[src/verilog/hpl_pkg.sv]
/*
 * constants for the host port with power lockout.
 * assumes one 10 MHz system clock; strobe, power-loss, timer and crystal pins are sampled into it.
 */
// Summary of operation
// - four interrupt classes, periodic, alarm, timer, power fail, maskable, status readable
// - dedicated irq output plus second irq on multi-use pin, any source routable
// - multi-use pin carries second irq, buffered oscillator or timer 0 output
// - multi-use pin polarity and open-drain or push-pull drive programmable
// - irq output asserts on enabled event not routed to the multi-use pin; polarity and drive programmable
// - chip select, read and write strobes are active low; access needs both
// - read starts with select and read low, ends when either goes high
// - write starts with select and write low, captures data when either rises
// - in lockout strobes are ignored but an access in progress completes
// - five location select lines decode a register, ignored in lockout
// - data lines driven only in reads, floated during power loss even mid-read
// - power loss low enters lockout after 30 to 63 us unless delay programmed
// - oscillator runs only with power and valid crystal select bits written
// - both timers count the shared external timer clock when selected, to 5 MHz
// - two active-low gate inputs enable timer 0 and timer 1
// - second timer output pin has programmable polarity and drive
// - control bit 7 enables the lockout and power-fail interrupt; zero disables them, data lines still float during power loss
package hpl_pkg;

	// ===========================================================
	// timing
	localparam int unsigned CLK_HZ = 10000000;
	localparam int unsigned LOCKOUT_MIN_US = 30;
	localparam int unsigned LOCKOUT_MAX_US = 63;
	// least time; clocks per us rounds down
	localparam int unsigned LOCKOUT_CYC =
		(LOCKOUT_MIN_US * (CLK_HZ / 1000000));
	localparam int unsigned LOCK_CNT_W = 12;

	// ===========================================================
	// register map and fields
	localparam int unsigned ADDR_W = 5;
	localparam int unsigned DATA_W = 8;
	localparam logic [4:0] ADDR_STATUS = 5'h00;
	localparam logic [4:0] ADDR_MASK = 5'h01;
	localparam logic [4:0] ADDR_ROUTE = 5'h02;
	localparam logic [4:0] ADDR_OUTCFG = 5'h03;
	localparam logic [4:0] ADDR_RTMODE = 5'h04;
	localparam logic [4:0] ADDR_PFCTRL = 5'h05;
	localparam int unsigned PF_ENABLE_BIT = 7;
	localparam int unsigned XTAL_SEL_LSB = 0;
	localparam int unsigned TMR_EXT_BIT = 2;
	localparam int unsigned NUM_IRQ = 4;
	localparam int unsigned IRQ_PERIODIC = 0;
	localparam int unsigned IRQ_ALARM = 1;
	localparam int unsigned IRQ_TIMER = 2;
	localparam int unsigned IRQ_POWER_LOSS_INPUT = 3;
	// out config: [0] irq pol, [1] irq od, [3:2] mfo sel, [4] mfo pol,
	// [5] mfo od, [6] t1 pol, [7] t1 od
	localparam int unsigned CFG_IRQ_POL = 0;
	localparam int unsigned CFG_IRQ_OD = 1;
	localparam int unsigned CFG_MFO_SEL = 2;
	localparam int unsigned CFG_MFO_POL = 4;
	localparam int unsigned CFG_MFO_OD = 5;
	localparam int unsigned CFG_T1_POL = 6;
	localparam int unsigned CFG_T1_OD = 7;
	localparam logic [1:0] MFO_IRQ = 2'h0;
	localparam logic [1:0] MFO_OSC = 2'h1;
	localparam logic [1:0] MFO_TMR0 = 2'h2;
	localparam logic [7:0] REG_RESET = 8'h00;

	typedef enum logic [1:0] {HPL_IDLE, HPL_READ, HPL_WRITE} hpl_acc_t;

endpackage : hpl_pkg
[src/verilog/hpl_host_port.sv]
/*
 * asynchronous host port with power-loss lockout, interrupt routing and
 * programmable output pins.
 * assumes host strobes are asynchronous, each over 3 system clocks wide.
 */
`timescale 1ns/100ps
`default_nettype none
module hpl_host_port
	import hpl_pkg::*;
#(
	parameter int unsigned LOCK_CYC = LOCKOUT_CYC
) (
	input wire logic clk_sys,
	input wire logic reset_n,
	input wire logic chip_sel_n,
	input wire logic read_n,
	input wire logic write_n,
	input wire logic [ADDR_W-1:0] location_select,
	input wire logic [DATA_W-1:0] host_data_bus_i,
	output logic [DATA_W-1:0] host_data_bus_o,
	output logic host_data_bus_oe,
	input wire logic power_loss_input,
	input wire logic power_good,
	input wire logic [3:0] irq_events,
	input wire logic [7:0] lockout_delay,
	input wire logic crystal_input,
	output logic crystal_output,
	input wire logic timer_clk_in,
	input wire logic timer0_gate_n,
	input wire logic timer1_gate_n,
	input wire logic timer0_out,
	input wire logic timer1_out,
	output logic timer_count_en0,
	output logic timer_count_en1,
	output logic host_irq_out,
	output logic host_irq_out_oe,
	output logic multi_use_output,
	output logic multi_use_output_oe,
	output logic second_timer_output,
	output logic second_timer_output_oe,
	output logic lockout
);
	typedef struct packed {
		hpl_acc_t acc;
		logic [ADDR_W-1:0] addr;
		logic [DATA_W-1:0] rdat;
		logic drive;
		logic [NUM_IRQ-1:0] stat;
		logic [7:0] mask;
		logic [7:0] route;
		logic [7:0] cfg;
		logic [7:0] rtmode;
		logic [7:0] pfctrl;
		logic [LOCK_CNT_W-1:0] lcnt;
		logic lock;
		logic osc;
		logic tck_prev;
		logic en0;
		logic en1;
	} hpl_state_t;
	hpl_state_t s_q, s_d;

	logic rst_m, rst_n;
	logic [9:0] sy1, sy2;
	logic cs_n, rd_n, wr_n, pl, tck, g0n, g1n, xi, t0o, t1o;
	logic sel_rd, sel_wr, irq_a, irq_b, mfo_act;
	logic [NUM_IRQ-1:0] pend;

	// ===========================================================
	// reset release and pin synchronisers
	always_ff @(posedge clk_sys or negedge reset_n) begin
		if (!reset_n) begin
			rst_m <= 1'b0;
			rst_n <= 1'b0;
		end else begin
			rst_m <= 1'b1;
			rst_n <= rst_m;
		end
	end

	always_ff @(posedge clk_sys or negedge rst_n) begin
		if (!rst_n) begin
			// idle levels: strobes, power and gates high, clocks and timer outputs low
			sy1 <= 10'h3D8;
			sy2 <= 10'h3D8;
		end else begin
			sy1 <= {chip_sel_n, read_n, write_n, power_loss_input,
				timer_clk_in, timer0_gate_n, timer1_gate_n,
				crystal_input, timer0_out, timer1_out};
			sy2 <= sy1;
		end
	end
	assign {cs_n, rd_n, wr_n, pl, tck, g0n, g1n, xi, t0o, t1o} = sy2;

	// address and write data held steady by the host around strobes
	assign sel_rd = ~cs_n & ~rd_n;
	assign sel_wr = ~cs_n & ~wr_n;
	assign pend = s_q.stat & s_q.mask[NUM_IRQ-1:0];
	// route bit set sends the source to the multi-use pin
	assign irq_a = |(pend & ~s_q.route[NUM_IRQ-1:0]);
	assign irq_b = |(pend & s_q.route[NUM_IRQ-1:0]);

	// ===========================================================
	// next state
	always_comb begin
		s_d = s_q;
		s_d.stat = s_q.stat | irq_events;
		s_d.tck_prev = tck;
		s_d.en0 = ~g0n & (~s_q.rtmode[TMR_EXT_BIT] | (tck & ~s_q.tck_prev));
		s_d.en1 = ~g1n & (~s_q.rtmode[TMR_EXT_BIT] | (tck & ~s_q.tck_prev));
		// oscillator stopped until crystal bits valid and power present
		s_d.osc = xi & power_good & (|s_q.rtmode[XTAL_SEL_LSB +: 2]);

		// lockout timing; zero programmed delay uses the fixed window
		if (pl || !s_q.pfctrl[PF_ENABLE_BIT]) begin
			s_d.lcnt = '0;
			s_d.lock = 1'b0;
		end else if (!s_q.lock) begin
			s_d.lcnt = LOCK_CNT_W'(s_q.lcnt + 1'b1);
			if (lockout_delay != 8'h00) begin
				if (s_q.lcnt >= {4'h0, lockout_delay}
					* LOCK_CNT_W'(CLK_HZ / 1000000))
					s_d.lock = 1'b1;
			end else if (s_q.lcnt >= LOCK_CNT_W'(LOCK_CYC - 1)) begin
				s_d.lock = 1'b1;
			end
		end
		unique case (s_q.acc)
			HPL_IDLE: begin
				s_d.drive = 1'b0;
				// new accesses refused while locked
				if (!s_q.lock && sel_rd) begin
					s_d.acc = HPL_READ;
					s_d.addr = location_select;
				end else if (!s_q.lock && sel_wr) begin
					s_d.acc = HPL_WRITE;
					s_d.addr = location_select;
				end
			end
			HPL_READ: begin
				// read finishes even if lockout arrives meanwhile
				s_d.drive = sel_rd & pl;
				unique case (s_q.addr)
					ADDR_STATUS: s_d.rdat = {4'h0, s_q.stat};
					ADDR_MASK: s_d.rdat = s_q.mask;
					ADDR_ROUTE: s_d.rdat = s_q.route;
					ADDR_OUTCFG: s_d.rdat = s_q.cfg;
					ADDR_RTMODE: s_d.rdat = s_q.rtmode;
					ADDR_PFCTRL: s_d.rdat = s_q.pfctrl;
					default: s_d.rdat = 8'h00;
				endcase
				if (!sel_rd) begin
					s_d.acc = HPL_IDLE;
					// reading status clears it; new events still win
					if (s_q.addr == ADDR_STATUS)
						s_d.stat = irq_events;
				end
			end
			HPL_WRITE: begin
				s_d.drive = 1'b0;
				if (!sel_wr) begin
					s_d.acc = HPL_IDLE;
					unique case (s_q.addr)
						ADDR_MASK: s_d.mask = host_data_bus_i;
						ADDR_ROUTE: s_d.route = host_data_bus_i;
						ADDR_OUTCFG: s_d.cfg = host_data_bus_i;
						ADDR_RTMODE: s_d.rtmode = host_data_bus_i;
						ADDR_PFCTRL: s_d.pfctrl = host_data_bus_i;
						default: ;
					endcase
				end
			end
			default: s_d.acc = HPL_IDLE;
		endcase
		// set last so a status read clear cannot drop it
		if (!pl && s_q.pfctrl[PF_ENABLE_BIT])
			s_d.stat[IRQ_POWER_LOSS_INPUT] = 1'b1;
	end

	always_ff @(posedge clk_sys or negedge rst_n) begin
		if (!rst_n) begin
			s_q <= '0;
			s_q.acc <= HPL_IDLE;
		end else begin
			s_q <= s_d;
		end
	end

	// ===========================================================
	// outputs
	always_comb begin
		unique case (s_q.cfg[CFG_MFO_SEL +: 2])
			MFO_OSC: mfo_act = s_q.osc;
			MFO_TMR0: mfo_act = t0o;
			default: mfo_act = irq_b;
		endcase
	end

	hpl_pin_drv u_irq (
		.clk_sys(clk_sys),
		.rst_n(rst_n),
		.active(irq_a),
		.active_high(s_q.cfg[CFG_IRQ_POL]),
		.open_drain(s_q.cfg[CFG_IRQ_OD]),
		.pin_o(host_irq_out),
		.pin_oe(host_irq_out_oe)
	);
	hpl_pin_drv u_mfo (
		.clk_sys(clk_sys),
		.rst_n(rst_n),
		.active(mfo_act),
		.active_high(s_q.cfg[CFG_MFO_POL]),
		.open_drain(s_q.cfg[CFG_MFO_OD]),
		.pin_o(multi_use_output),
		.pin_oe(multi_use_output_oe)
	);
	hpl_pin_drv u_t1 (
		.clk_sys(clk_sys),
		.rst_n(rst_n),
		.active(t1o),
		.active_high(s_q.cfg[CFG_T1_POL]),
		.open_drain(s_q.cfg[CFG_T1_OD]),
		.pin_o(second_timer_output),
		.pin_oe(second_timer_output_oe)
	);

	assign host_data_bus_o = s_q.rdat;
	assign host_data_bus_oe = s_q.drive;
	assign crystal_output = s_q.osc;
	assign timer_count_en0 = s_q.en0;
	assign timer_count_en1 = s_q.en1;
	assign lockout = s_q.lock;
endmodule // hpl_host_port
`default_nettype wire

[src/verilog/hpl_pin_drv.sv]
/*
 * one programmable output pin: polarity and open-drain or push-pull.
 * assumes a pull-up outside for open-drain use.
 */
`timescale 1ns/100ps
`default_nettype none
module hpl_pin_drv (
	input wire logic clk_sys,
	input wire logic rst_n,
	input wire logic active,
	input wire logic active_high,
	input wire logic open_drain,
	output logic pin_o,
	output logic pin_oe
);
	typedef struct packed {
		logic o;
		logic oe;
	} hpl_pin_t;
	hpl_pin_t s_q, s_d;

	// ===========================================================
	// level and enable
	always_comb begin
		s_d.o = active ~^ active_high;
		// open drain only pulls low
		s_d.oe = open_drain ? ~s_d.o : 1'b1;
	end

	always_ff @(posedge clk_sys or negedge rst_n) begin
		if (!rst_n) begin
			s_q <= '0;
		end else begin
			s_q <= s_d;
		end
	end

	assign pin_o = s_q.o;
	assign pin_oe = s_q.oe;
endmodule // hpl_pin_drv
`default_nettype wire

[config.mk]
export PLATFORM = sky130hd
export DESIGN_NAME = hpl_host_port
export DESIGN_NICKNAME = d
export VERILOG_FILES = /design/src/verilog/hpl_pkg.sv /design/src/verilog/hpl_host_port.sv /design/src/verilog/hpl_pin_drv.sv
export SDC_FILE = /design/constraint.sdc
export NUM_CORES = 1
export LEC_CHECK = 0
export BUFFER_PORTS_ARGS = -buffer_cell sky130_fd_sc_hd__buf_4
export CAP_MARGIN = 20
export CORE_ASPECT_RATIO = 0.5
export CORE_UTILIZATION = 45
export DETAILED_ROUTE_END_ITERATION = 10
export PLACE_DENSITY = 0.61
export SYNTH_ARGS = -nofsm -noshare
export SYNTH_HDL_FRONTEND = slang
export SYNTH_HIERARCHICAL = 1
export SYNTH_SLANG_ARGS = --single-unit
[constraint.sdc]
create_clock -name clk_sys -period 3.6 [get_ports clk_sys]
set_input_delay 0.18 -clock clk_sys [delete_from_list [all_inputs] [get_ports clk_sys]]
set_output_delay 0.18 -clock clk_sys [all_outputs]
set_load 0.02 [all_outputs]
==> out/summary.txt, run 1 <==
run status = completed
Worst EP required = 3.82 ns
Final Hold Viols = 0
Area Overhead vs Synth = 17.7%
final count of negative-setup-slack endpoints = 0
Seq pwr share = 50.5%
die area = 11500 um^2
CP Launch Point = lockout_delay[1]
Pwr per Cell Area = 479 nW/um^2
vias in the first global route = 3291
Initial Utilization = 47.6%
die height = 76.4 um
Antenna Nets Post-Route = 0
num ports = 57
CP Class = input pin to flop
Max-Cap Viols = 0
Sw Ratio = 27.8%
fmax = 352 MHz
Synth async-reset ratio = 100%
Met2 Wirelength = 4490 um
WL final = 9710 um
grt total ovfl = 0
post-CTS setup buffers = 0
Worst EP arrival = 3.06 ns
CTS root buf = clkbuf_16
crit-path max cell delay = 0.40 ns
Vias/cell = 5.37
hold bufs inserted after CTS = 11
Post-synth EDFFs = 0
internal power = 2.03 mW
CP delay by family, top = compound AO/OA/AOI/OAI gates
Post-Syn Instances = 415
minimum clock period = 2.84 ns
total clock sinks = 105
register area share after synthesis = 53.0%
Hold Startpoint = irq_events[0]
Storage cell area = 2650 um^2
Worst setup EP type = flop
DRC = 0
flop and latch count out of synthesis = 105
multiplexer share of the synthesized area = 14.0%
initial antenna violation count = 0
net switching power figure = 0.783 mW
post-synthesis simple-gate area fraction = 9.38%
worst-margin pin slew = 0.998 ns
commonest non-fill, non-tap cell in the layout = dfrtp_1
max-slew violation count = 0
DR pass1 iterations = 4
total number of vias = 3331
Layout Skew = 0.00767 ns
mapped cell area = 4990 um^2
TritonCTS buffer count = 9
PortBufs = 56
Worst path slowest cell = fa_1
# resized after CTS = 0
Compound-Gate Fraction of Synth Area = 10.1%
share of cells above drive strength 1 = 28.5%
most frequent cells in the layout = dfrtp_1, buf_4, mux2_2, nand2_1, ha_1
count of cell types in the netlist = 55
fin crit share = 78.9%
Max VDD drop = 0.000292 V
RSZ-0062 raised after global routing = no
post-detail-place hpwl = 6890 um
Fin Setup TNS = 0 ns
worst skew pair latency = 0.35 ns
Reg clk slew, reported paths = 0.07 ns
reg2reg start = s_q[70]
Syn Nets = 480
total chip power = 2.81 mW
fill count = 900
wire per inst = 15.7 um
routability cong. = 0.813
GR Util All Layers = 18.5%
Core Rows = 26
H-tree Lvls = 3
nets = 540
Die Span X = 151 um
main flop type after synthesis = dfrtp_1
Hold Crit Class = input pin to flop
Crit Path Max Fanout = 3
Slew Limit Headroom = 33.5%
clk buf depth = 2
CP cell instances = buf_4 > ha_1 > ha_1 > fa_1 > a21o_1 > a21oi_1 > nor2_1 > a311oi_1 > ha_1 > a21oi_1 > a21boi_0 > a2111oi_0 > a31oi_1
YS warnings = 6
Core ar. = 10500 um^2
r2r setup slk = 1.16 ns
Synth Area in Adders = 6.92%
met1 WL = 4700 um
largest family of logic cells by synthesized area = multiplexers
Antenna diodes = 0
Synth Area in XOR/XNOR = 2.46%
static leakage = 2.73 nW
pin count of the biggest net entering global routing = 77
Setup crit start kind = input pin
initial DRC count = 145
CTS tree = built
synthesized area per cell = 12.0 um^2
CP dominant cell by count = ha_1
logic gate share of total power = 16.2%
WL met3 = 437 um
Critical path buffers and inverters = 1
DR top layer = met4
power share of the clock group = 33.3%
first-pass GRT wire length = 16300 um
Multi-input gate area = 2140 um^2
[flip-flops by register name, indices dropped and copies added, names as in the netlist]
signal,flops
timer_count_en1,1
s_q,64
host_data_bus_oe,1
rst_m,1
sy1,10
crystal_output,1
u_mfo/pin_oe,1
lockout,1
sy2,10
u_mfo/pin_o,1
u_t1/pin_o,1
u_irq/pin_o,1
u_irq/pin_oe,1
timer_count_en0,1
u_t1/pin_oe,1
rst_n,1
host_data_bus_o,8
[per-stage QoR]
step,setup slack (ns),utilization [%],cell area [um^2],instances,hold WS [ns]
floorplan,0.479,-,4990,415,-0.116
global placement,0.476,52.2,5470,593,-0.0369
detailed placement,0.408,52.2,5470,593,-0.0361
CTS,0.781,56.0,5870,620,0.00686
global route,0.445,56.0,5870,620,0.00364
finish,0.761,56.0,5870,620,0.0197
[cells in the mapped netlist, types with 2 or more instances]
library cell,count,area (um^2)
dfrtp_1,93,2330
mux2_2,37,417
nand2_1,32,120
ha_1,26,325
nor2_1,19,71.3
inv_1,18,67.6
o21ai_0,17,85.1
mux2i_1,16,160
a21oi_1,15,75.1
dfstp_2,12,315
xnor2_1,11,96.3
nor4_1,9,56.3
buf_4,8,60.1
mux2_4,8,120
o22ai_1,7,43.8
a21o_1,6,45.0
nand3_1,6,30.0
clkbuf_1,5,18.8
or3_1,5,31.3
a221oi_1,4,35.0
buf_2,4,20.0
nor3_1,4,20.0
o211ai_1,4,30.0
a31oi_1,3,18.8
buf_6,3,33.8
nand3b_1,3,22.5
nand4_1,3,18.8
o211a_1,3,30.0
xor2_1,3,26.3
a21boi_0,2,15.0
and2_1,2,12.5
nand2b_1,2,12.5
nor3_2,2,20.0
o221ai_1,2,17.5
[final timing paths]
path,endpoint,cells past startpoint
max,lockout,13
min,s_q[57],2
max reg2reg,s_q[39],3
min reg2reg,sy2[0],0
max in group asynchronous,sy2[8],1
min in group asynchronous,rst_n,2
[worst reg2reg max path: cells and delay by family, from the launching register on]
kind	cells	cell delay, ns
buffers and inverters	1	0.22
muxes	1	0.40
DFF	1	1.00
and+or+nand+nor	1	0.71
[logic make-up (layout without fill, tap and decap cells)]
family                   after synthesis  in the layout
XOR/XNOR                              14             14
multiplexers                          61             61
AO/OA/AOI/OAI                         75             75
buffers and inverters                 39            104
other                                  1              1
flip-flops                           105            105
AND/OR/NAND/NOR                       93             93
adder cells (fa/ha/maj)               27             27
[metal layers]
layer	vias up	global-route usage (%)
met5	-	0
met4	0	4.60
met3	10	5.27
met2	64	28.9
met1	1639	25.4
li1	1618	-
[area by class of cell]
type / instances / share of cell area (%)
sequential: 105 / 45.1
clock buffer: 9 / 3.84
tap: 140 / 2.98
clock inverter: 7 / 1.04
timing repair buffer: 70 / 9.42
inverter: 18 / 1.15
multi-input combinational: 271 / 36.5
[power groups by stage]
stage,Clock (mW),Combinational [mW],Sequential [mW]
finish,0.938,0.455,1.42
global route,1.01,0.504,1.44
CTS,0.967,0.459,1.42
detailed placement,0,0.448,1.44
global placement,0,0.441,1.44
floorplan,0,0.313,1.42
Power figures use the tool's default switching activity.
==> run 2: changes to the inputs <==
- PLACE_DENSITY: 0.61 -> 0.64
- clock period: 3.6 -> 2.6 ns (I/O delays scaled with it)
==> out/summary.txt, run 2 (synthesized netlist as in run 1, its figures left out) <==
Layout Skew = 0.00588 ns (-0.00179 ns)
Storage cell area = 2650 um^2 (unchanged)
Max VDD drop = 0.000395 V (+35%)
worst slack, placed = -0.291 ns (-0.699 ns)
worst-margin pin slew = 0.711 ns (-0.287 ns)
Worst EP required = 2.82 ns (-1.00 ns)
nets = 562 (+4.1%)
Final Hold Viols = 0 (unchanged)
DR pass1 iterations = 4 (unchanged)
die area = 11500 um^2 (unchanged)
TritonCTS buffer count = 9 (unchanged)
total chip power = 4.20 mW (+49%)
Core Rows = 26 (unchanged)
vias in the first global route = 3400 (+3.3%)
Crit Path Max Fanout = 3 (unchanged)
GR Util All Layers = 19.4% (+0.92 points)
commonest non-fill, non-tap cell in the layout = dfrtp_1
Setup crit start kind = input pin
pin count of the biggest net entering global routing = 57 (-26%)
initial antenna violation count = 0 (unchanged)
final count of negative-setup-slack endpoints = 0 (unchanged)
Critical path buffers and inverters = 1 (unchanged)
Sw Ratio = 25.6% (-2.3 points)
worst skew pair latency = 0.34 ns (about the same)
CP cell instances = buf_4 > ha_1 > fa_2 > a21o_1 > a21oi_2 > nor2_1 > a311oi_2 > ha_1 > a21oi_2 > a21boi_1 > a2111oi_2 > a31oi_1
Worst path slowest cell = fa_2
WL final = 10400 um (+7.2%)
Initial Utilization = 47.6% (unchanged)
Pwr per Cell Area = 682 nW/um^2 (+42%)
Met2 Wirelength = 4930 um (+9.8%)
fmax = 404 MHz
die height = 76.4 um (unchanged)
internal power = 3.12 mW (+54%)
power share of the clock group = 36.7% (+3.4 points)
CP delay by family, top = compound AO/OA/AOI/OAI gates
Multi-input gate area = 2190 um^2 (+2.2%)
initial DRC count = 179 (+23%)
fill count = 905 (+0.56%)
wire per inst = 16.2 um (+3.6%)
final hold slack = 0.0145 ns (-0.00513 ns)
Die Span X = 151 um (unchanged)
Final Cell Area = 6150 um^2 (+4.8%)
max reg flops = 64 (unchanged)
net switching power figure = 1.07 mW (+37%)
routability cong. = 0.858 (+5.5%)
Core ar. = 10500 um^2 (unchanged)
minimum clock period = 2.48 ns
fin crit share = 95.3%
num ports = 57 (unchanged)
Vias/cell = 5.37 (about the same)
WL met3 = 414 um (-5.3%)
static leakage = 2.86 nW (+4.7%)
H-tree Lvls = 3 (unchanged)
Worst setup EP type = flop
crit-path max cell delay = 0.40 ns (about the same)
post-detail-place hpwl = 7230 um (+5.0%)
Final Worst Setup Slack = 0.122 ns (-0.639 ns)
PortBufs = 56 (unchanged)
Antenna Nets Post-Route = 0 (unchanged)
Worst EP arrival = 2.70 ns (-0.36 ns)
run status = completed
max-slew violation count = 0 (unchanged)
share of cells above drive strength 1 = 32.3% (+3.7 points)
Slew Limit Headroom = 52.6% (+19 points)
Area Overhead vs Synth = 23.3%
CP Class = input pin to flop
most frequent cells in the layout = dfrtp_1, buf_4, mux2_2, nand2_1, ha_1
Reg clk slew, reported paths = 0.07 ns (about the same)
Antenna diodes = 0 (unchanged)
CTS tree = built
CTS root buf = clkbuf_16
first-pass GRT wire length = 17100 um (+4.9%)
logic gate share of total power = 17.1% (+0.9 points)
Hold Crit Class = input pin to flop
Seq pwr share = 46.2% (-4.3 points)
biggest regs = s_q: 64 flops, sy1: 10 flops, sy2: 10 flops
DR top layer = met4
total number of vias = 3446 (+3.5%)
DRC = 0 (unchanged)
grt total ovfl = 0 (unchanged)
Max-Cap Viols = 0 (unchanged)
Post-DP Area = 5610 um^2 (+2.5%)
clk buf depth = 2 (unchanged)
total clock sinks = 105 (unchanged)
largest reg by FF count = s_q
met1 WL = 5000 um (+6.4%)
run 2: cell count changes in the layout (fill, tap and decap cells not counted), moves of 3 or more:
cell and delta:
buf_4 +18, dlygate4sd3_1 +4, inv_6 -4, bufinv_16 +3
run 2: cell type report:
| type | instances | area share [%] |
|---|---|---|
| clock buffer | 9 | 3.66 |
| sequential | 105 | 43.0 |
| timing repair buffer | 92 | 11.8 |
| inverter | 18 | 1.10 |
| multi-input combinational | 271 | 35.6 |
| clock inverter | 7 | 1.93 |
| tap | 140 | 2.85 |
run 2: worst register-to-register path: stages, from the launching register on:
cell and delay [ns]:
dfrtp_1 0.47, or4b_4 0.65, or3_1 0.69, mux2_4 0.40
run 2: power by group through the flow:
stage	Clock [mW]	Combinational (mW)	Sequential (mW)
2_1_floorplan	0	0.436	1.97
3_3_place_gp	0	0.678	1.96
3_5_place_dp	0	0.688	1.97
4_1_cts	1.58	0.711	1.94
5_1_grt	1.64	0.792	1.96
6_report	1.54	0.718	1.94
run 2: routing by layer:
metal	global-route usage (%)	vias to the layer above
met5	0	-
met4	6.00	0
met3	4.49	5
met2	31.3	63
met1	26.0	1721
li1	-	1657
run 2: per-stage QoR:
stage | std cells | util (%) | TNS [ns]
after floorplan | 415 | - | 0
after global placement | 610 | 53.5 | -0.219
after detailed placement | 610 | 53.5 | -0.291
after CTS | 641 | 58.3 | 0
after global routing | 642 | 58.7 | -0.0410
final | 642 | 58.7 | 0
run 2: repair_timing:
| item | CTS | global route |
|---|---|---|
| buffers inserted | 0 | 1 |
| endpoints found under the hold margin | 16 | 0 |
| hold buffers | 15 | 0 |
| endpoints found under the setup margin | 0 | 1 |
| gates resized for setup | 0 | 7 |
run 2: final timing paths:
check / startpoint / to / slack [ns] / depth (start not counted)
min in group asynchronous: reset_n / rst_n / 0.10 / 2
worst min register to register: rst_m / rst_n / 0.35 / 0
worst max-delay path: lockout_delay[2] / lockout / 0.12 / 12
worst min-delay path: location_select[1] / s_q[71] / 0.01 / 2
max in group asynchronous: rst_n / sy1[8] / 1.46 / 1
worst max register to register: s_q[72] / s_q[35] / 0.28 / 3
==> run 3: changes to the inputs <==
- ABC_AREA: not set -> 1
- CTS_CLUSTER_DIAMETER: not set -> 100
- PLACE_DENSITY: 0.64 -> 0.63
==> out/summary.txt, run 3 <==
run status = finished with violations
failing checks = design-rule violations
Core ar. = 11000 um^2 (+5.5%)
register area share after synthesis = 51.6% (-1.4 points)
first-pass GRT wire length = 19300 um (+13%)
Final Cell Area = 6130 um^2 (-0.33%)
Max-Cap Viols = 0 (unchanged)
fmax = 441 MHz (+9.2%)
Yosys top cell area share = 45.5% (-1.2 points)
Setup crit start kind = input pin
Synth async-reset ratio = 100% (unchanged)
CTS root buf = clkbuf_16
Max VDD drop = 0.000384 V (-2.8%)
PortBufs = 56 (unchanged)
DRC = 2 (+2)
most frequent cells in the layout = nand2_1, dfrtp_1, inv_1, buf_4, o21ai_0
Final Hold Viols = 0 (unchanged)
synthesized area per cell = 8.57 um^2 (-29%)
flop and latch count out of synthesis = 105 (unchanged)
Reg clk slew, reported paths = 0.07 ns (about the same)
worst slack, placed = -0.0345 ns (+0.256 ns)
Post-Syn Instances = 597 (+44%)
area leader, netlist = dfrtp_1
top post-synthesis cells by area = dfrtp_1, nand2_1, ha_1
Hold Crit Class = input pin to flop
count of cell types in the netlist = 37 (-33%)
fill count = 1041 (+15%)
Area Overhead vs Synth = 19.8%
final hold slack = 0.0200 ns (+0.00543 ns)
commonest non-fill, non-tap cell in the layout = nand2_1
minimum clock period = 2.27 ns (-0.209 ns)
GR Util All Layers = 21.0% (+1.6 points)
mapped cell area = 5120 um^2 (+2.6%)
Worst EP required = 2.90 ns (+0.08 ns)
Worst path slowest cell = fa_1
post-CTS setup buffers = 0 (unchanged)
CTS tree = built
grt total ovfl = 0 (unchanged)
WL final = 11500 um (+9.9%)
main flop type after synthesis = dfrtp_1
Antenna diodes = 0 (unchanged)
Worst setup EP type = flop
final count of negative-setup-slack endpoints = 0 (unchanged)
top-count cell post-synth = nand2_1
CP cell instances = buf_4 > ha_1 > ha_1 > fa_1 > nand4_1 > nand3_1 > xnor2_1 > ha_1 > nand2_1 > nor2_1 > nand2_1 > or2_2 > nand3_1 > nand2_1 > nand2_1
largest reg by FF count = s_q
biggest regs = s_q: 64 flops, sy1: 10 flops, sy2: 10 flops
die area = 11800 um^2 (+2.6%)
max reg flops = 64 (unchanged)
static leakage = 3.20 nW (+12%)
Final Worst Setup Slack = 0.332 ns (+0.209 ns)
Layout Skew = 0.00824 ns (+0.00236 ns)
nets = 731 (+30%)
die height = 77.4 um (+1.3%)
CP dominant cell by count = nand2_1
Post-synth EDFFs = 0 (unchanged)
max-slew violation count = 0 (unchanged)
Storage cell area = 2650 um^2 (unchanged)
share of cells above drive strength 1 = 15.1% (-17 points)
Crit Path Max Fanout = 3 (unchanged)
top cells by count, synth = nand2_1, dfrtp_1, inv_1, o21ai_0, nor2_1
total clock sinks = 105 (unchanged)
vias in the first global route = 3936 (+16%)
fin crit share = 87.2% (-8.1 points)
post-route insts no fill = 816 (+27%)
dpl cells = 785 (+29%)
Worst EP arrival = 2.56 ns (-0.14 ns)
YS warnings = 6 (unchanged)
total chip power = 4.28 mW (+1.9%)
H-tree Lvls = 3 (unchanged)
Initial Utilization = 46.3% (-1.3 points)
RSZ-0062 raised after global routing = no
routability cong. = 0.874 (+1.8%)
CP Class = input pin to flop
crit-path max cell delay = 0.43 ns (+0.03 ns)
Post-DP Area = 5670 um^2 (+1.0%)
Antenna Nets Post-Route = 0 (unchanged)
Syn Nets = 662 (+38%)
DR pass1 iterations = 8 (+4)
Core Rows = 27 (+3.8%)
pin count of the biggest net entering global routing = 46 (-19%)
post-detail-place hpwl = 8370 um (+16%)
Die Span X = 153 um (+1.3%)
initial antenna violation count = 0 (unchanged)
worst-margin pin slew = 0.606 ns (-0.105 ns)
num ports = 57 (unchanged)
TritonCTS buffer count = 9 (unchanged)
Slew Limit Headroom = 59.5% (+6.9 points)
Multi-input gate area = 2130 um^2 (-2.9%)
Vias/cell = 5.10 (-5.0%)
wire per inst = 14.0 um (-13%)
worst skew pair latency = 0.35 ns (about the same)
Pwr per Cell Area = 698 nW/um^2 (+2.3%)
total number of vias = 4160 (+21%)
clk buf depth = 2 (unchanged)
initial DRC count = 314 (+75%)
==> run 3: cell count changes after synthesis, sizes merged, moves of 11 or more <==
cell   delta
o21ai    +42
mux2i    -16
nand2   +120
nor2     +41
nand4    +15
inv      +47
a21oi    +11
mux2     -45
nand3    +28
==> run 3: worst max-delay path, delay by kind of cell <==
kind                       cells  cell delay, ns
and+or+nand+nor                9            0.95
buffers and inverters          1            0.12
xor gates and xnor gates       1            0.14
adders and majority gates      4            1.23
==> run 3: worst paths after layout <==
check,from,to,slack [ns],cells past startpoint
min in group asynchronous,reset_n,rst_n,0.09,2
min reg2reg,rst_n,u_mfo/pin_oe,0.28,0
max,lockout_delay[1],lockout,0.33,15
max in group asynchronous,rst_n,s_q[16],1.61,1
max reg2reg,s_q[73],s_q[42],0.81,7
min,power_good,crystal_output,0.02,2
==> run 3: routing by layer <==
metal	part of all wire [%]	global-route usage, %	vias to the layer above	wire [um]
li1	-	-	2076	-
met1	48	29.0	1977	5440
met2	46	33.6	93	5270
met3	4.9	4.47	14	565
met4	1.4	6.36	0	166
met5	0	0	-	0
==> run 3: report_power, final <==
group | total, mW | internal, mW | switching, mW
sequential | 2.02 | 1.86 | 0.161
combinational | 0.857 | 0.353 | 0.503
clock | 1.40 | 0.767 | 0.638
==> run 3: repair_timing <==
action,4_1_cts,5_1_grt
endpoints found under the setup margin,0,0
gates resized for setup,0,0
endpoints found under the hold margin,16,0
hold buffers,15,0
==> run 3: kinds of logic after synthesis <==
| group | after synthesis | synth area share (%) |
|---|---|---|
| buffers and inverters | 83 | 6.84 |
| AOI/OAI and AO/OA | 100 | 10.5 |
| adders and majority gates | 27 | 6.75 |
| other | 1 | 0.0733 |
| DFF | 105 | 51.6 |
| and+or+nand+nor | 273 | 22.8 |
| xor gates and xnor gates | 8 | 1.37 |
==> run 3: layout make-up <==
cell class | instances | area share [%]
well taps | 145 | 2.96
inverters | 65 | 3.98
flip-flops and latches | 105 | 43.2
repair buffers | 76 | 10.1
multi-input cells | 409 | 34.7
clock inverters | 7 | 1.41
clock buffers | 9 | 3.67
==> run 3: stage by stage <==
step	setup TNS, ns	util (%)
3_3_place_gp	0	51.3
4_1_cts	0	55.5
5_1_grt	0	55.5
2_1_floorplan	0	-
6_report	0	55.5
3_5_place_dp	-0.0345	51.3
